<file path="src/design/pll_cfg_pkg.sv">
`default_nettype none
package pll_cfg_pkg;
   // =========================================
   // Bus
   localparam int AXI_AW = 8;
   localparam int AXI_DW = 32;
   localparam int AXI_SW = 4;
   localparam logic [1:0] RESP_OKAY = 2'h0;
   localparam logic [1:0] RESP_SLVERR = 2'h2;
   // =========================================
   // Register offsets
   localparam logic [7:0] OFS_PRESCALE = 8'h00;
   localparam logic [7:0] OFS_LOOP = 8'h04;
   localparam logic [7:0] OFS_REFDIV = 8'h08;
   localparam logic [7:0] OFS_FBDIV = 8'h0C;
   localparam logic [7:0] OFS_STATUS = 8'h10;
   localparam int CFG_REGS = 4;
   // =========================================
   // Field positions and widths
   localparam int PRESCALE_BIT = 15;
   localparam int CAP_LSB = 4;
   localparam int CAP_W = 4;
   localparam int R3_LSB = 8;
   localparam int R4_LSB = 11;
   localparam int RES_W = 3;
   localparam int RATE_LSB = 14;
   localparam int RATE_W = 8;
   localparam int RDIV_LSB = 8;
   localparam int RDIV_W = 12;
   localparam int MUX_LSB = 20;
   localparam int MUX_W = 4;
   localparam int SLEEP_BIT = 26;
   localparam int GLOBAL_BIT = 27;
   localparam int FOUT_BIT = 28;
   localparam int NDIV_LSB = 8;
   localparam int NDIV_W = 18;
   localparam int PDIV_LSB = 26;
   localparam int PDIV_W = 4;
   // =========================================
   // Reset values and limits
   localparam logic [7:0] RATE_RST = 8'h0A;
   localparam logic [11:0] RDIV_RST = 12'h00A;
   localparam logic [17:0] NDIV_RST = 18'h002F8;
   localparam logic [3:0] PDIV_RST = 4'h2;
   localparam logic [3:0] CAP_MAX = 4'hB;
   localparam logic [2:0] RES_MAX = 3'h4;
   localparam logic [7:0] RATE_MAX = 8'hC8;
   localparam logic [3:0] PDIV_MIN = 4'h2;
   localparam logic [3:0] PDIV_MAX = 4'h8;
   localparam logic [5:0] RES_STEP_KOHM = 6'h0A;
   localparam logic [1:0] LD_PRESCALE_LAST = 2'h3;
   localparam logic [31:0] LOOP_RST = {10'h0, RATE_RST, 14'h0};
   localparam logic [31:0] REFDIV_RST = {4'h0, 1'b1, 7'h0, RDIV_RST, 8'h0};
   localparam logic [31:0] FBDIV_RST = {2'h0, PDIV_RST, NDIV_RST, 8'h0};
   // =========================================
   // Lock pin modes
   localparam logic [3:0] LK_HIZ = 4'h0;
   localparam logic [3:0] LK_HIGH = 4'h1;
   localparam logic [3:0] LK_LOW = 4'h2;
   localparam logic [3:0] LK_DL_HI = 4'h3;
   localparam logic [3:0] LK_DL_LO = 4'h4;
   localparam logic [3:0] LK_AL_PP = 4'h5;
   localparam logic [3:0] LK_AL_NMOS = 4'h6;
   localparam logic [3:0] LK_AL_PMOS = 4'h7;
   localparam logic [3:0] LK_N_HALF = 4'h9;
   localparam logic [3:0] LK_R_HALF = 4'hB;
   // =========================================
   // Status bits and timing
   localparam int ST_CAL = 0;
   localparam int ST_DLOCK = 1;
   localparam int ST_ALOCK = 2;
   localparam int ST_BAD = 8;
   localparam int CLK_MHZ = 250;
   localparam int CAL_TIME_US = 4;
   localparam int CAL_CYCLES = CAL_TIME_US * CLK_MHZ;
   typedef enum logic {CAL_IDLE, CAL_RUN} cal_state_t;
endpackage : pll_cfg_pkg
`default_nettype wire

</file>
<file path="src/design/pll_cfg_ctrl.sv">
// Function
// - Prescale bit divides lock detector rate by four
// - Capacitor code decodes twelve pairings, reset zero
// - Third pole resistor code zero low, 1-4
// - Fourth pole resistor code zero low, 1-4
// - Reference divider binary ratio, reset ten
// - Feedback register write starts frequency calibration
// - Lock pin modes: hi-z, high, low, analog
// - Codes three/four give digital lock, both polarities
// - Codes nine/eleven give halved divider outputs
// - Sleep bit shuts every block down
// - Global enable zero turns all outputs but the raw oscillator port off
// - Raw oscillator port enabled only by bit
// - Feedback divider binary ratio, reset 760
// - Feedback divider follows post-divider, feeds detector
// - Post-divider ratios two to eight, reset two
// - Post-divider output feeds every distribution block
// - Low gate pin disables every clock output but the raw oscillator port
`timescale 1ns/1ns
`default_nettype none
module pll_cfg_ctrl #(
   parameter int CAL_CYCLES_P = pll_cfg_pkg::CAL_CYCLES,
   parameter int LOCK_SAMPLES = 16
) (
   // Clock and reset
   input wire logic i_clk,
   input wire logic i_rst,
   // AXI4-Lite write
   input wire logic [pll_cfg_pkg::AXI_AW-1:0] i_awaddr,
   input wire logic i_awvalid,
   output logic o_awready,
   input wire logic [pll_cfg_pkg::AXI_DW-1:0] i_wdata,
   input wire logic [pll_cfg_pkg::AXI_SW-1:0] i_wstrb,
   input wire logic i_wvalid,
   output logic o_wready,
   output logic [1:0] o_bresp,
   output logic o_bvalid,
   input wire logic i_bready,
   // AXI4-Lite read
   input wire logic [pll_cfg_pkg::AXI_AW-1:0] i_araddr,
   input wire logic i_arvalid,
   output logic o_arready,
   output logic [pll_cfg_pkg::AXI_DW-1:0] o_rdata,
   output logic [1:0] o_rresp,
   output logic o_rvalid,
   input wire logic i_rready,
   // Pins in
   input wire logic i_reference_input,
   input wire logic i_osc_pin,
   input wire logic i_output_gate_pin,
   input wire logic i_analog_lock,
   // Lock pin
   output logic o_lock_pin,
   output logic o_lock_pin_oe_n,
   // Clock path and power
   output logic o_dist_tick,
   output logic o_outputs_on,
   output logic o_fout_on,
   output logic o_device_sleep,
   output logic o_cal_busy,
   // Loop filter settings
   output logic [7:0] o_cap_c3_pf,
   output logic [7:0] o_cap_c4_pf,
   output logic [5:0] o_r3_kohm,
   output logic [5:0] o_r4_kohm,
   output logic [7:0] o_reference_rate_mhz
);
   import pll_cfg_pkg::*;

   initial begin
      if (CAL_CYCLES_P < 3 || CAL_CYCLES_P > 65535 ||
          LOCK_SAMPLES < 1 || LOCK_SAMPLES > 255) begin
         $error("pll_cfg_ctrl: parameter out of range");
      end
   end

   // =========================================
   // Register bus
   logic aw_got_r, w_got_r, bvalid_r, rvalid_r;
   logic [AXI_AW-1:0] awaddr_r;
   logic [AXI_DW-1:0] wdata_r, rdata_r;
   logic [AXI_SW-1:0] wstrb_r;
   logic [1:0] bresp_r, rresp_r;
   logic [31:0] cfg_r [CFG_REGS];
   logic [31:0] wr_word;

   wire aw_hs = i_awvalid && o_awready;
   wire w_hs = i_wvalid && o_wready;
   wire aw_have = aw_got_r || aw_hs;
   wire w_have = w_got_r || w_hs;
   wire wr_fire = aw_have && w_have;
   wire [AXI_AW-1:0] wr_addr = aw_got_r ? awaddr_r : i_awaddr;
   wire [AXI_DW-1:0] wr_data = w_got_r ? wdata_r : i_wdata;
   wire [AXI_SW-1:0] wr_strb = w_got_r ? wstrb_r : i_wstrb;
   wire [1:0] wr_idx = wr_addr[3:2];
   wire wr_cfg = (wr_addr[AXI_AW-1:4] == '0) && (wr_addr[1:0] == 2'h0);
   wire wr_commit = wr_fire && wr_cfg;
   wire wr_fb = wr_commit && (wr_addr == OFS_FBDIV);
   wire ar_hs = i_arvalid && o_arready;
   wire rd_cfg = (i_araddr[AXI_AW-1:4] == '0) && (i_araddr[1:0] == 2'h0);
   wire rd_stat = (i_araddr == OFS_STATUS);

   assign o_awready = !aw_got_r && !bvalid_r;
   assign o_wready = !w_got_r && !bvalid_r;
   assign o_arready = !rvalid_r;
   assign o_bvalid = bvalid_r;
   assign o_bresp = bresp_r;
   assign o_rvalid = rvalid_r;
   assign o_rdata = rdata_r;
   assign o_rresp = rresp_r;

   // Byte lane merge into the stored word
   always_comb begin
      wr_word = cfg_r[wr_idx];
      for (int b = 0; b < AXI_SW; b++) begin
         if (wr_strb[b]) begin
            wr_word[8*b +: 8] = wr_data[8*b +: 8];
         end
      end
   end

   always_ff @(posedge i_clk or posedge i_rst) begin
      if (i_rst) begin
         aw_got_r <= 1'b0;
         w_got_r <= 1'b0;
         bvalid_r <= 1'b0;
         bresp_r <= RESP_OKAY;
         awaddr_r <= '0;
         wdata_r <= '0;
         wstrb_r <= '0;
      end else begin
         if (aw_hs && !wr_fire) begin
            aw_got_r <= 1'b1;
            awaddr_r <= i_awaddr;
         end
         if (w_hs && !wr_fire) begin
            w_got_r <= 1'b1;
            wdata_r <= i_wdata;
            wstrb_r <= i_wstrb;
         end
         if (wr_fire) begin
            aw_got_r <= 1'b0;
            w_got_r <= 1'b0;
            bvalid_r <= 1'b1;
            bresp_r <= wr_cfg ? RESP_OKAY : RESP_SLVERR;
         end else if (bvalid_r && i_bready) begin
            bvalid_r <= 1'b0;
         end
      end
   end

   // Whole word lands in one edge
   always_ff @(posedge i_clk or posedge i_rst) begin
      if (i_rst) begin
         cfg_r[0] <= '0;
         cfg_r[1] <= LOOP_RST;
         cfg_r[2] <= REFDIV_RST;
         cfg_r[3] <= FBDIV_RST;
      end else if (wr_commit) begin
         cfg_r[wr_idx] <= wr_word;
      end
   end

   // =========================================
   // Fields
   wire prescale = cfg_r[0][PRESCALE_BIT];
   wire [CAP_W-1:0] cap_sel = cfg_r[1][CAP_LSB +: CAP_W];
   wire [RES_W-1:0] r3_sel = cfg_r[1][R3_LSB +: RES_W];
   wire [RES_W-1:0] r4_sel = cfg_r[1][R4_LSB +: RES_W];
   wire [RATE_W-1:0] ref_rate = cfg_r[1][RATE_LSB +: RATE_W];
   wire [RDIV_W-1:0] rdiv = cfg_r[2][RDIV_LSB +: RDIV_W];
   wire [MUX_W-1:0] lock_mux = cfg_r[2][MUX_LSB +: MUX_W];
   wire sleep = cfg_r[2][SLEEP_BIT];
   wire all_en = cfg_r[2][GLOBAL_BIT];
   wire fout_en = cfg_r[2][FOUT_BIT];
   wire [NDIV_W-1:0] ndiv = cfg_r[3][NDIV_LSB +: NDIV_W];
   wire [PDIV_W-1:0] pdiv = cfg_r[3][PDIV_LSB +: PDIV_W];

   wire bad_cap = cap_sel > CAP_MAX;
   wire bad_r3 = r3_sel > RES_MAX;
   wire bad_r4 = r4_sel > RES_MAX;
   wire bad_rate = ref_rate == '0 || ref_rate > RATE_MAX;
   wire bad_rdiv = rdiv == '0;
   wire bad_ndiv = ndiv == '0;
   wire bad_pdiv = pdiv < PDIV_MIN || pdiv > PDIV_MAX;
   wire bad_mux = lock_mux == 4'h8 || lock_mux == 4'hA ||
      lock_mux > LK_R_HALF;
   wire [7:0] bad_vec = {bad_mux, bad_pdiv, bad_ndiv, bad_rdiv,
      bad_rate, bad_r4, bad_r3, bad_cap};

   // Capacitor pairings, pF
   localparam logic [7:0] C3_TAB [12] = '{8'h00, 8'h00, 8'h32, 8'h00,
      8'h32, 8'h64, 8'h00, 8'h32, 8'h64, 8'h64, 8'h96, 8'h96};
   localparam logic [7:0] C4_TAB [12] = '{8'h0A, 8'h3C, 8'h0A, 8'h6E,
      8'h6E, 8'h6E, 8'hA0, 8'hA0, 8'h0A, 8'h3C, 8'h6E, 8'h3C};
   wire [3:0] cap_idx = bad_cap ? 4'h0 : cap_sel;
   wire [5:0] r3_k = bad_r3 ? 6'h0 : 6'(r3_sel * RES_STEP_KOHM);
   wire [5:0] r4_k = bad_r4 ? 6'h0 : 6'(r4_sel * RES_STEP_KOHM);

   // =========================================
   // Pin synchronisers and edges
   logic [3:0] sync1_r, sync2_r;
   logic ref_prev_r, osc_prev_r;
   wire ref_s = sync2_r[0];
   wire osc_s = sync2_r[1];
   wire gate_s = sync2_r[2];
   wire alock_s = sync2_r[3];
   wire ref_rise = ref_s && !ref_prev_r;
   wire osc_rise = osc_s && !osc_prev_r;

   always_ff @(posedge i_clk or posedge i_rst) begin
      if (i_rst) begin
         sync1_r <= '0;
         sync2_r <= '0;
         ref_prev_r <= 1'b0;
         osc_prev_r <= 1'b0;
      end else begin
         sync1_r <= {i_analog_lock, i_output_gate_pin, i_osc_pin,
            i_reference_input};
         sync2_r <= sync1_r;
         ref_prev_r <= ref_s;
         osc_prev_r <= osc_s;
      end
   end

   // =========================================
   // Dividers and lock detect
   logic [PDIV_W-1:0] pd_cnt_r;
   logic [NDIV_W-1:0] n_cnt_r;
   logic [RDIV_W-1:0] r_cnt_r;
   logic [1:0] ld_cnt_r;
   logic [7:0] lock_cnt_r;
   logic dist_tick_r, fb_tick_r, ref_tick_r, fb_seen_r;
   logic n_half_r, r_half_r, dlock_r;
   wire pd_end = pd_cnt_r >= pdiv - 4'h1;
   wire n_end = n_cnt_r >= ndiv - 18'h1;
   wire r_end = r_cnt_r >= rdiv - 12'h1;
   wire ld_tick = ref_tick_r && (!prescale ||
      ld_cnt_r == LD_PRESCALE_LAST);

   always_ff @(posedge i_clk or posedge i_rst) begin
      if (i_rst) begin
         pd_cnt_r <= '0;
         n_cnt_r <= '0;
         r_cnt_r <= '0;
         ld_cnt_r <= '0;
         lock_cnt_r <= '0;
         dist_tick_r <= 1'b0;
         fb_tick_r <= 1'b0;
         ref_tick_r <= 1'b0;
         fb_seen_r <= 1'b0;
         n_half_r <= 1'b0;
         r_half_r <= 1'b0;
         dlock_r <= 1'b0;
      end else if (sleep) begin
         pd_cnt_r <= '0;
         n_cnt_r <= '0;
         r_cnt_r <= '0;
         ld_cnt_r <= '0;
         lock_cnt_r <= '0;
         dist_tick_r <= 1'b0;
         fb_tick_r <= 1'b0;
         ref_tick_r <= 1'b0;
         fb_seen_r <= 1'b0;
         dlock_r <= 1'b0;
      end else begin
         // Post-divider first, always in path
         dist_tick_r <= osc_rise && pd_end;
         if (osc_rise) begin
            pd_cnt_r <= pd_end ? '0 : pd_cnt_r + 4'h1;
         end
         // Feedback divider counts post-divided ticks
         fb_tick_r <= dist_tick_r && n_end;
         if (dist_tick_r) begin
            n_cnt_r <= n_end ? '0 : n_cnt_r + 18'h1;
         end
         ref_tick_r <= ref_rise && r_end;
         if (ref_rise) begin
            r_cnt_r <= r_end ? '0 : r_cnt_r + 12'h1;
         end
         if (fb_tick_r) begin
            n_half_r <= !n_half_r;
         end
         if (ref_tick_r) begin
            r_half_r <= !r_half_r;
            ld_cnt_r <= ld_cnt_r + 2'h1;
         end
         // Lock once enough samples each saw feedback
         if (ld_tick) begin
            fb_seen_r <= fb_tick_r;
            if (fb_seen_r || fb_tick_r) begin
               if (lock_cnt_r < 8'(LOCK_SAMPLES)) begin
                  lock_cnt_r <= lock_cnt_r + 8'h1;
               end
            end else begin
               lock_cnt_r <= '0;
            end
         end else if (fb_tick_r) begin
            fb_seen_r <= 1'b1;
         end
         dlock_r <= lock_cnt_r == 8'(LOCK_SAMPLES);
      end
   end

   // =========================================
   // Frequency calibration
   cal_state_t cal_st_r;
   logic [15:0] cal_cnt_r;

   always_ff @(posedge i_clk or posedge i_rst) begin
      if (i_rst) begin
         cal_st_r <= CAL_IDLE;
         cal_cnt_r <= '0;
      end else if (sleep) begin
         cal_st_r <= CAL_IDLE;
         cal_cnt_r <= '0;
      end else if (wr_fb) begin
         cal_st_r <= CAL_RUN;
         cal_cnt_r <= 16'(CAL_CYCLES_P - 1);
      end else begin
         case (cal_st_r)
            CAL_RUN: begin
               if (cal_cnt_r == '0) begin
                  cal_st_r <= CAL_IDLE;
               end else begin
                  cal_cnt_r <= cal_cnt_r - 16'h1;
               end
            end
            default: cal_st_r <= CAL_IDLE;
         endcase
      end
   end

   // =========================================
   // Lock pin, enables and outputs
   logic lk_o, lk_oe_n;
   always_comb begin
      lk_o = 1'b0;
      lk_oe_n = 1'b0;
      case (lock_mux)
         LK_HIGH: lk_o = 1'b1;
         LK_LOW: lk_o = 1'b0;
         LK_DL_HI: lk_o = dlock_r;
         LK_DL_LO: lk_o = !dlock_r;
         LK_AL_PP: lk_o = alock_s;
         LK_AL_NMOS: lk_oe_n = alock_s;
         LK_AL_PMOS: begin
            lk_o = 1'b1;
            lk_oe_n = !alock_s;
         end
         LK_N_HALF: lk_o = n_half_r;
         LK_R_HALF: lk_o = r_half_r;
         default: lk_oe_n = 1'b1;
      endcase
      if (sleep) begin
         lk_o = 1'b0;
         lk_oe_n = 1'b1;
      end
   end

   wire outs_on = all_en && gate_s && !sleep;
   wire fout_on = fout_en && !sleep;

   always_ff @(posedge i_clk or posedge i_rst) begin
      if (i_rst) begin
         o_lock_pin <= 1'b0;
         o_lock_pin_oe_n <= 1'b1;
         o_outputs_on <= 1'b0;
         o_fout_on <= 1'b0;
         o_cap_c3_pf <= '0;
         o_cap_c4_pf <= '0;
         o_r3_kohm <= '0;
         o_r4_kohm <= '0;
         o_reference_rate_mhz <= RATE_RST;
      end else begin
         o_lock_pin <= lk_o;
         o_lock_pin_oe_n <= lk_oe_n;
         o_outputs_on <= outs_on;
         o_fout_on <= fout_on;
         o_cap_c3_pf <= C3_TAB[cap_idx];
         o_cap_c4_pf <= C4_TAB[cap_idx];
         o_r3_kohm <= r3_k;
         o_r4_kohm <= r4_k;
         o_reference_rate_mhz <= ref_rate;
      end
   end

   assign o_dist_tick = dist_tick_r;
   assign o_device_sleep = sleep;
   assign o_cal_busy = cal_st_r == CAL_RUN;

   // Read side: config words are write-only
   wire [31:0] status = {16'h0, bad_vec, 5'h0, alock_s, dlock_r,
      o_cal_busy};
   always_ff @(posedge i_clk or posedge i_rst) begin
      if (i_rst) begin
         rvalid_r <= 1'b0;
         rdata_r <= '0;
         rresp_r <= RESP_OKAY;
      end else if (ar_hs) begin
         rvalid_r <= 1'b1;
         rdata_r <= rd_stat ? status : '0;
         rresp_r <= (rd_cfg || rd_stat) ? RESP_OKAY : RESP_SLVERR;
      end else if (rvalid_r && i_rready) begin
         rvalid_r <= 1'b0;
      end
   end
endmodule : pll_cfg_ctrl
`default_nettype wire

</file>
<file path="config.mk">
export PLATFORM = sky130hd
export DESIGN_NAME = pll_cfg_ctrl
export DESIGN_NICKNAME = d
export VERILOG_FILES = /design/src/design/pll_cfg_pkg.sv /design/src/design/pll_cfg_ctrl.sv
export SDC_FILE = /design/constraint.sdc
export NUM_CORES = 1
export LEC_CHECK = 0
export BUFFER_PORTS_ARGS = -buffer_cell sky130_fd_sc_hd__buf_2
export CAP_MARGIN = 20
export CORE_MARGIN = 2
export CORE_UTILIZATION = 45
export DETAILED_ROUTE_END_ITERATION = 6
export PLACE_DENSITY = 0.65
export SYNTH_ARGS = -nofsm -noshare
export SYNTH_HDL_FRONTEND = slang
export SYNTH_SLANG_ARGS = --single-unit
</file>
<file path="constraint.sdc">
create_clock -name i_clk -period 19.25 [get_ports i_clk]
set_input_delay 2.8875 -clock i_clk [delete_from_list [all_inputs] [get_ports i_clk]]
set_output_delay 2.8875 -clock i_clk [all_outputs]
set_load 0.005 [all_outputs]
</file>
## Yosys cells after proc, flatten, opt, wreduce, memory -nomap -nowiden

Memories as Yosys holds them, arrays and structs flattened. A register that Yosys moved wholly into a read port is not among the register bits.
Index checks and enable logic that the tools add are counted.

| operators by class | value |
|---|---|
| div/mod/pow operators | 0 |
| multipliers | 2 |
| eq/ne operators | 17 |
| add/subtract/negate cells | 9 |
| shifts and indexed selects | 0 |
| reduce and logical (&&, ||, !) cells | 71 |
| muxes and demuxes | 61 |
| order comparisons | 13 |
| bitwise gates (word level) | 3 |

Operators by type and width:

| operator | count |
|---|---|
| bitwise mux 128 bit | 1 |
| 2-to-1 mux 32 bit | 4 |
| 2-to-1 mux 16 bit | 5 |
| 2-to-1 mux 8 bit | 9 |
| binary-select mux 32 bit (select 2 bit) | 1 |
| demux 32 bit (select 2 bit) | 1 |
| 2-to-1 mux 18 bit | 3 |
| 2-to-1 mux 12 bit | 3 |
| logical AND 1 bit | 24 |
| 2-to-1 mux 1 bit | 21 |
| 2-to-1 mux 4 bit | 5 |
| adder 18 x 1 -> 18 bit, second input constant | 1 |
| >= comparator 18 bit | 1 |
| zero test 18 bit | 1 |
| nonzero test 2 bit | 9 |
| subtractor 18 x 1 -> 18 bit, second input constant | 1 |
| == test 4 x 3 -> 1 bit, second input constant | 4 |
| == test 4 bit, second input constant | 4 |
| == test 8 x 5 -> 1 bit, second input constant | 2 |
| zero test 16 bit | 1 |
| subtractor 16 x 1 -> 16 bit, second input constant | 1 |
| zero test 1 bit | 13 |
| adder 12 x 1 -> 12 bit, second input constant | 1 |
| >= comparator 12 bit | 1 |
| other kinds (36) | 59 |

| storage, ports and cells | value |
|---|---|
| output and inout port bits | 84 |
| latch bits | 0 |
| bits in read-only memories | 256 |
| memories | 2 |
| logic and storage cells | 217 |
| flip-flop bits (word level) | 314 |
| bits of input ports | 63 |
| bits in writable memories | 0 |

Memories:

| memory | depth | bits a word | rd ports | clocked after Yosys merged registers in | write ports | RTL line | text |
|---|---|---|---|---|---|---|---|
| (no name shown) | 16 | 8 | 1 | 1 | 0 | pll_cfg_ctrl.sv:381 | `o_cap_c4_pf <= C4_TAB[cap_idx];` |
| (no name shown) | 16 | 8 | 1 | 1 | 0 | pll_cfg_ctrl.sv:380 | `o_cap_c3_pf <= C3_TAB[cap_idx];` |

## Logic depth before layout (Yosys ltp)

| logic depth | value |
|---|---|
| depth after elaboration | 9 |
| mapped depth | 14 |
| mapped depth without buffers | 13 |

## Worst setup path after synthesis

No wires, ideal clock.

| timing | value |
|---|---|
| path kind | in2reg |
| start | input port i_araddr[1] (netlist name) |
| end | register rdata_r[13], in the netlist o_rdata[13] |
| required time | 19184 ps |
| setup slack | 14559 ps |
| cell stages on the path | 6 |
| path buffers | 1 |
| setup time | 66 ps |
| arrival | 4625 ps |
| cells stage by stage | or4_1 > or3_1 > or4b_4 > buf_6 > nor4_4 > a22o_1 |

| on the way | value |
|---|---|
| cells in the longest elaborated chain, start to end | 2 |

Ends and longest elaborated chain:

| item | RTL line | text |
|---|---|---|
| from (decl) | pll_cfg_ctrl.sv:40 | `input wire logic [pll_cfg_pkg::AXI_AW-1:0] i_araddr,` |
| == test 8 x 5 -> 1 bit | pll_cfg_ctrl.sv:101 | `wire rd_stat = (i_araddr == OFS_STATUS);` |
| 2-to-1 mux 16 bit | pll_cfg_ctrl.sv:402 | `rdata_r <= rd_stat ? status : '0;` |
| to (signal assigned) | pll_cfg_ctrl.sv:402 |  |
| to (decl) | pll_cfg_ctrl.sv:81 | `logic [AXI_DW-1:0] wdata_r, rdata_r;` |

Every way passes these cells.
A chain may end at the register's enable or synchronous reset.

## Worst setup path in the final report

| timing | value |
|---|---|
| start | register cfg_r[16] (netlist name) |
| end | register n_cnt_r[10] |

| on the way | value |
|---|---|
| cells in the longest elaborated chain, start to end | 5 |

Ends and longest elaborated chain:

| item | RTL line | text |
|---|---|---|
| from (decl) | pll_cfg_ctrl.sv:84 | `logic [31:0] cfg_r [CFG_REGS];` |
| from (signal, indexed assignment) | pll_cfg_ctrl.sv:160 | `cfg_r[wr_idx] <= wr_word;` |
| subtractor 18 x 1 -> 18 bit | pll_cfg_ctrl.sv:236 | `wire n_end = n_cnt_r >= ndiv - 18'h1;` |
| >= comparator 18 bit | pll_cfg_ctrl.sv:236 |  |
| 2-to-1 mux 18 bit | pll_cfg_ctrl.sv:275 | `n_cnt_r <= n_end ? '0 : n_cnt_r + 18'h1;` |
| 2-to-1 mux 18 bit | pll_cfg_ctrl.sv:274 | `if (dist_tick_r) begin` |
| 2-to-1 mux 18 bit | pll_cfg_ctrl.sv:255 | `end else if (sleep) begin` |
| to (signal assigned) | pll_cfg_ctrl.sv:275 |  |
| to (decl) | pll_cfg_ctrl.sv:229 | `logic [NDIV_W-1:0] n_cnt_r;` |

Every way passes these cells. The select of a mux whose other input is x is not followed.

==> flow_summary.yaml <==
sta:
  setup_viol: 0
  hold_viol: 0
  holdWs_ps: 351.8
  slew_viol_final: 0
  fin_crit_ps: 4781
  skew_ps: 15.45
  fmax_mhz: 209.2
  fin_crit_sh: 0.2483
  fin_setup_tns_ps: 0
  rsz0062_at_grt: "false"
  max_slew_margin: 0.3559
  tightest_slew_ps: 966.2
global_route:
  grt_pass1_wl_mm: 53.36
  overflow: 0
  track_usage: 0.2108
  grt_max_degree: 137
  antenna_found_initial: 1
  grt_pass1_vias: 10200
cells_and_area:
  drive_gt1_frac: 0.1773
  final_cell_mix: "dfrtp_1, nand2_1, o21ai_0"
  antenna_cells: 0
  final_common_cell: "dfrtp_1"
  nNetsFinal: 1572
  area_growth_pct: 14.10
yosys:
  synthArstFlopShare: 1.000
  postSynthAreaPerCell_um2: 9.940
  synth_edf_count: 0
  synthCells: 1356
  seq_area_frac_synth: 0.5045
  synthFlopType: "dfrtp_1"
  syn_area_mm2: 0.01348
  yosysWarnings: 0
  yosys_register_bits: 271
  synthDistinctLibCells: 62
worst_setup_path:
  worst-setup-path-type: "flip-flop to flip-flop"
  critPathSlowestCell: "nor4_1"
  setup.worst_path.end_class: "flip-flop"
  cp_slowest_stage_delay_ps: 670
  cpLargestDelayFamily: "simple AND/OR/NAND/NOR gates"
  arrival_ps: 5190
  worstPathCellList: "or4_4 > or3_1 > nor4_1 > nand2_1 > xor2_1 > ha_1 > nand4_1 > nand2b_1 > nand3_1 > o311ai_0"
  timing.critical_path.from_type: "flip-flop"
  timing.critical_path.required_ps: 19660
  crit_buf_inv: 0
  worstPathMaxFanout: 19
power_and_ir_drop:
  p_sw_uw: 749.1
  p_sw_frac: 0.3521
  intPower_mw: 1.378
  comb_power_share: 0.319
  p_clk_frac: 0.276
  power_density_mw_per_mm2: 138.3
  p_seq_frac: 0.405
  leakage_nw: 6.896
  peakVddDrop_mv: 0.1051
placement:
  place_hpwl_mm: 21.09
  portBuffers: 112
  place.gp.congestion: 0.8113
clock_network:
  htree_levels: 1
  cts_buffer_depth: 3
  cts-root-buf: "clkbuf_16"
  post_cts_resized: 0
  holdBufCountCts: 0
  clock_sinks: 271
  cts_buffers: 29
  clock_latency_ps: 560
  cts_tree: "yes"
  clkTransAtPathRegs_ps: 60
  post_cts_buffers: 0
status:
  status: "finished, final reports clean"
floorplan:
  num_rows: 63
  ios: 147
  fp.dieW_um: 177.1
  start_util: 0.4560
  die_area_mm2: 0.03135
  core_area_mm2: 0.02956
  dieHeight_um: 177.1
route:
  drt_iter0_markers: 549
  totalWireLength_mm: 32.15
  via_count: 10360
  routedWlPerCell_um: 17.21
  antenna_left: 0
  viasPerCell: 5.545
  route.detailed.drc: 0
  first_pass_iters: 5
worst_hold_path:
  hold_path.class: "flip-flop to flip-flop"
flow_run:
  maxCapViolCount: 0
per-stage QoR:
step	setup slack (ps)	cell area, um2	power (mW)	util	cells
floorplan	8920	13580	1.335	-	1383
global placement	14230	14360	1.518	0.4858	1814
detailed placement	14220	14360	1.545	0.4858	1814
CTS	14460	15380	2.146	0.5203	1868
global route	14020	15380	2.288	0.5203	1868
finish	14470	15380	2.128	0.5203	1868
state kept, by name (all words and copies together) (netlist names), 7 cells and up:
| name | flops |
|---|---|
| o_reference_rate_mhz | 8 |
| awaddr_r | 8 |
| lock_cnt_r | 8 |
| cal_cnt_r | 16 |
| n_cnt_r | 18 |
| r_cnt_r | 12 |
| o_cap_c4_pf | 7 |
| wdata_r | 26 |
| o_rdata | 11 |
| cfg_r | 98 |
synthesized netlist by cell type (all sizes together), types with 36 or more instances:
master | instances | area, um2
nand2 | 194 | 728.2
buf | 36 | 255.2
o21ai | 163 | 815.8
nand3 | 59 | 295.3
dfrtp | 256 | 6406
a22oi | 52 | 390.4
ha | 54 | 675.7
a21oi | 36 | 180.2
clkbuf | 53 | 200.2
mux2 | 53 | 596.8
inv | 43 | 161.4
nor2 | 60 | 225.2
routing by layer:
metal | GRT usage | routed length [um] | vias up
li1 | - | - | 5002
met1 | 0.2968 | 14640 | 5056
met2 | 0.3448 | 15080 | 257
met3 | 0.02985 | 1795 | 43
met4 | 0.04924 | 636 | 0
met5 | 0 | 0 | -
path summary, 6_finish.rpt:
check,slack (ps),start,end,cells after the start
min reg2reg,350,sync1_r[1],sync2_r[1],0
max,14470,cfg_r[16],n_cnt_r[10],10
max reg2reg,14470,cfg_r[16],n_cnt_r[10],10
max in group asynchronous,15190,i_rst,cfg_r[21],3
min in group asynchronous,2530,i_rst,awaddr_r[1],2
min,350,sync1_r[1],sync2_r[1],0
layout make-up:
cell class | count | area (um2)
Inverter | 43 | 168.9
Clock buffer | 40 | 817.0
Fill cell | 2710 | 14180
Sequential cell | 271 | 6800
Multi-Input combinational cell | 980 | 6208
Tap cell | 390 | 488.0
Timing Repair Buffer | 130 | 695.7
Clock inverter | 14 | 201.4
power groups by stage:
stage | sequential, mW | combinational (mW) | clock [mW]
6_report | 0.862 | 0.678 | 0.588
5_1_grt | 0.886 | 0.775 | 0.627
4_1_cts | 0.862 | 0.683 | 0.601
3_5_place_dp | 0.871 | 0.675 | 0
3_3_place_gp | 0.864 | 0.654 | 0
2_1_floorplan | 0.826 | 0.508 | 0
kinds of logic after synthesis:
| family | share of synthesized area |
|---|---|
| and+or+nand+nor | 0.1593 |
| AOI/OAI and AO/OA | 0.1599 |
| DFF | 0.5045 |
| buffers and inverters | 0.04576 |
| muxes | 0.05022 |
| adders and majority gates | 0.05013 |
| xor gates and xnor gates | 0.02989 |
| other | 0.0002782 |
(Power assumes the default switching activity.)
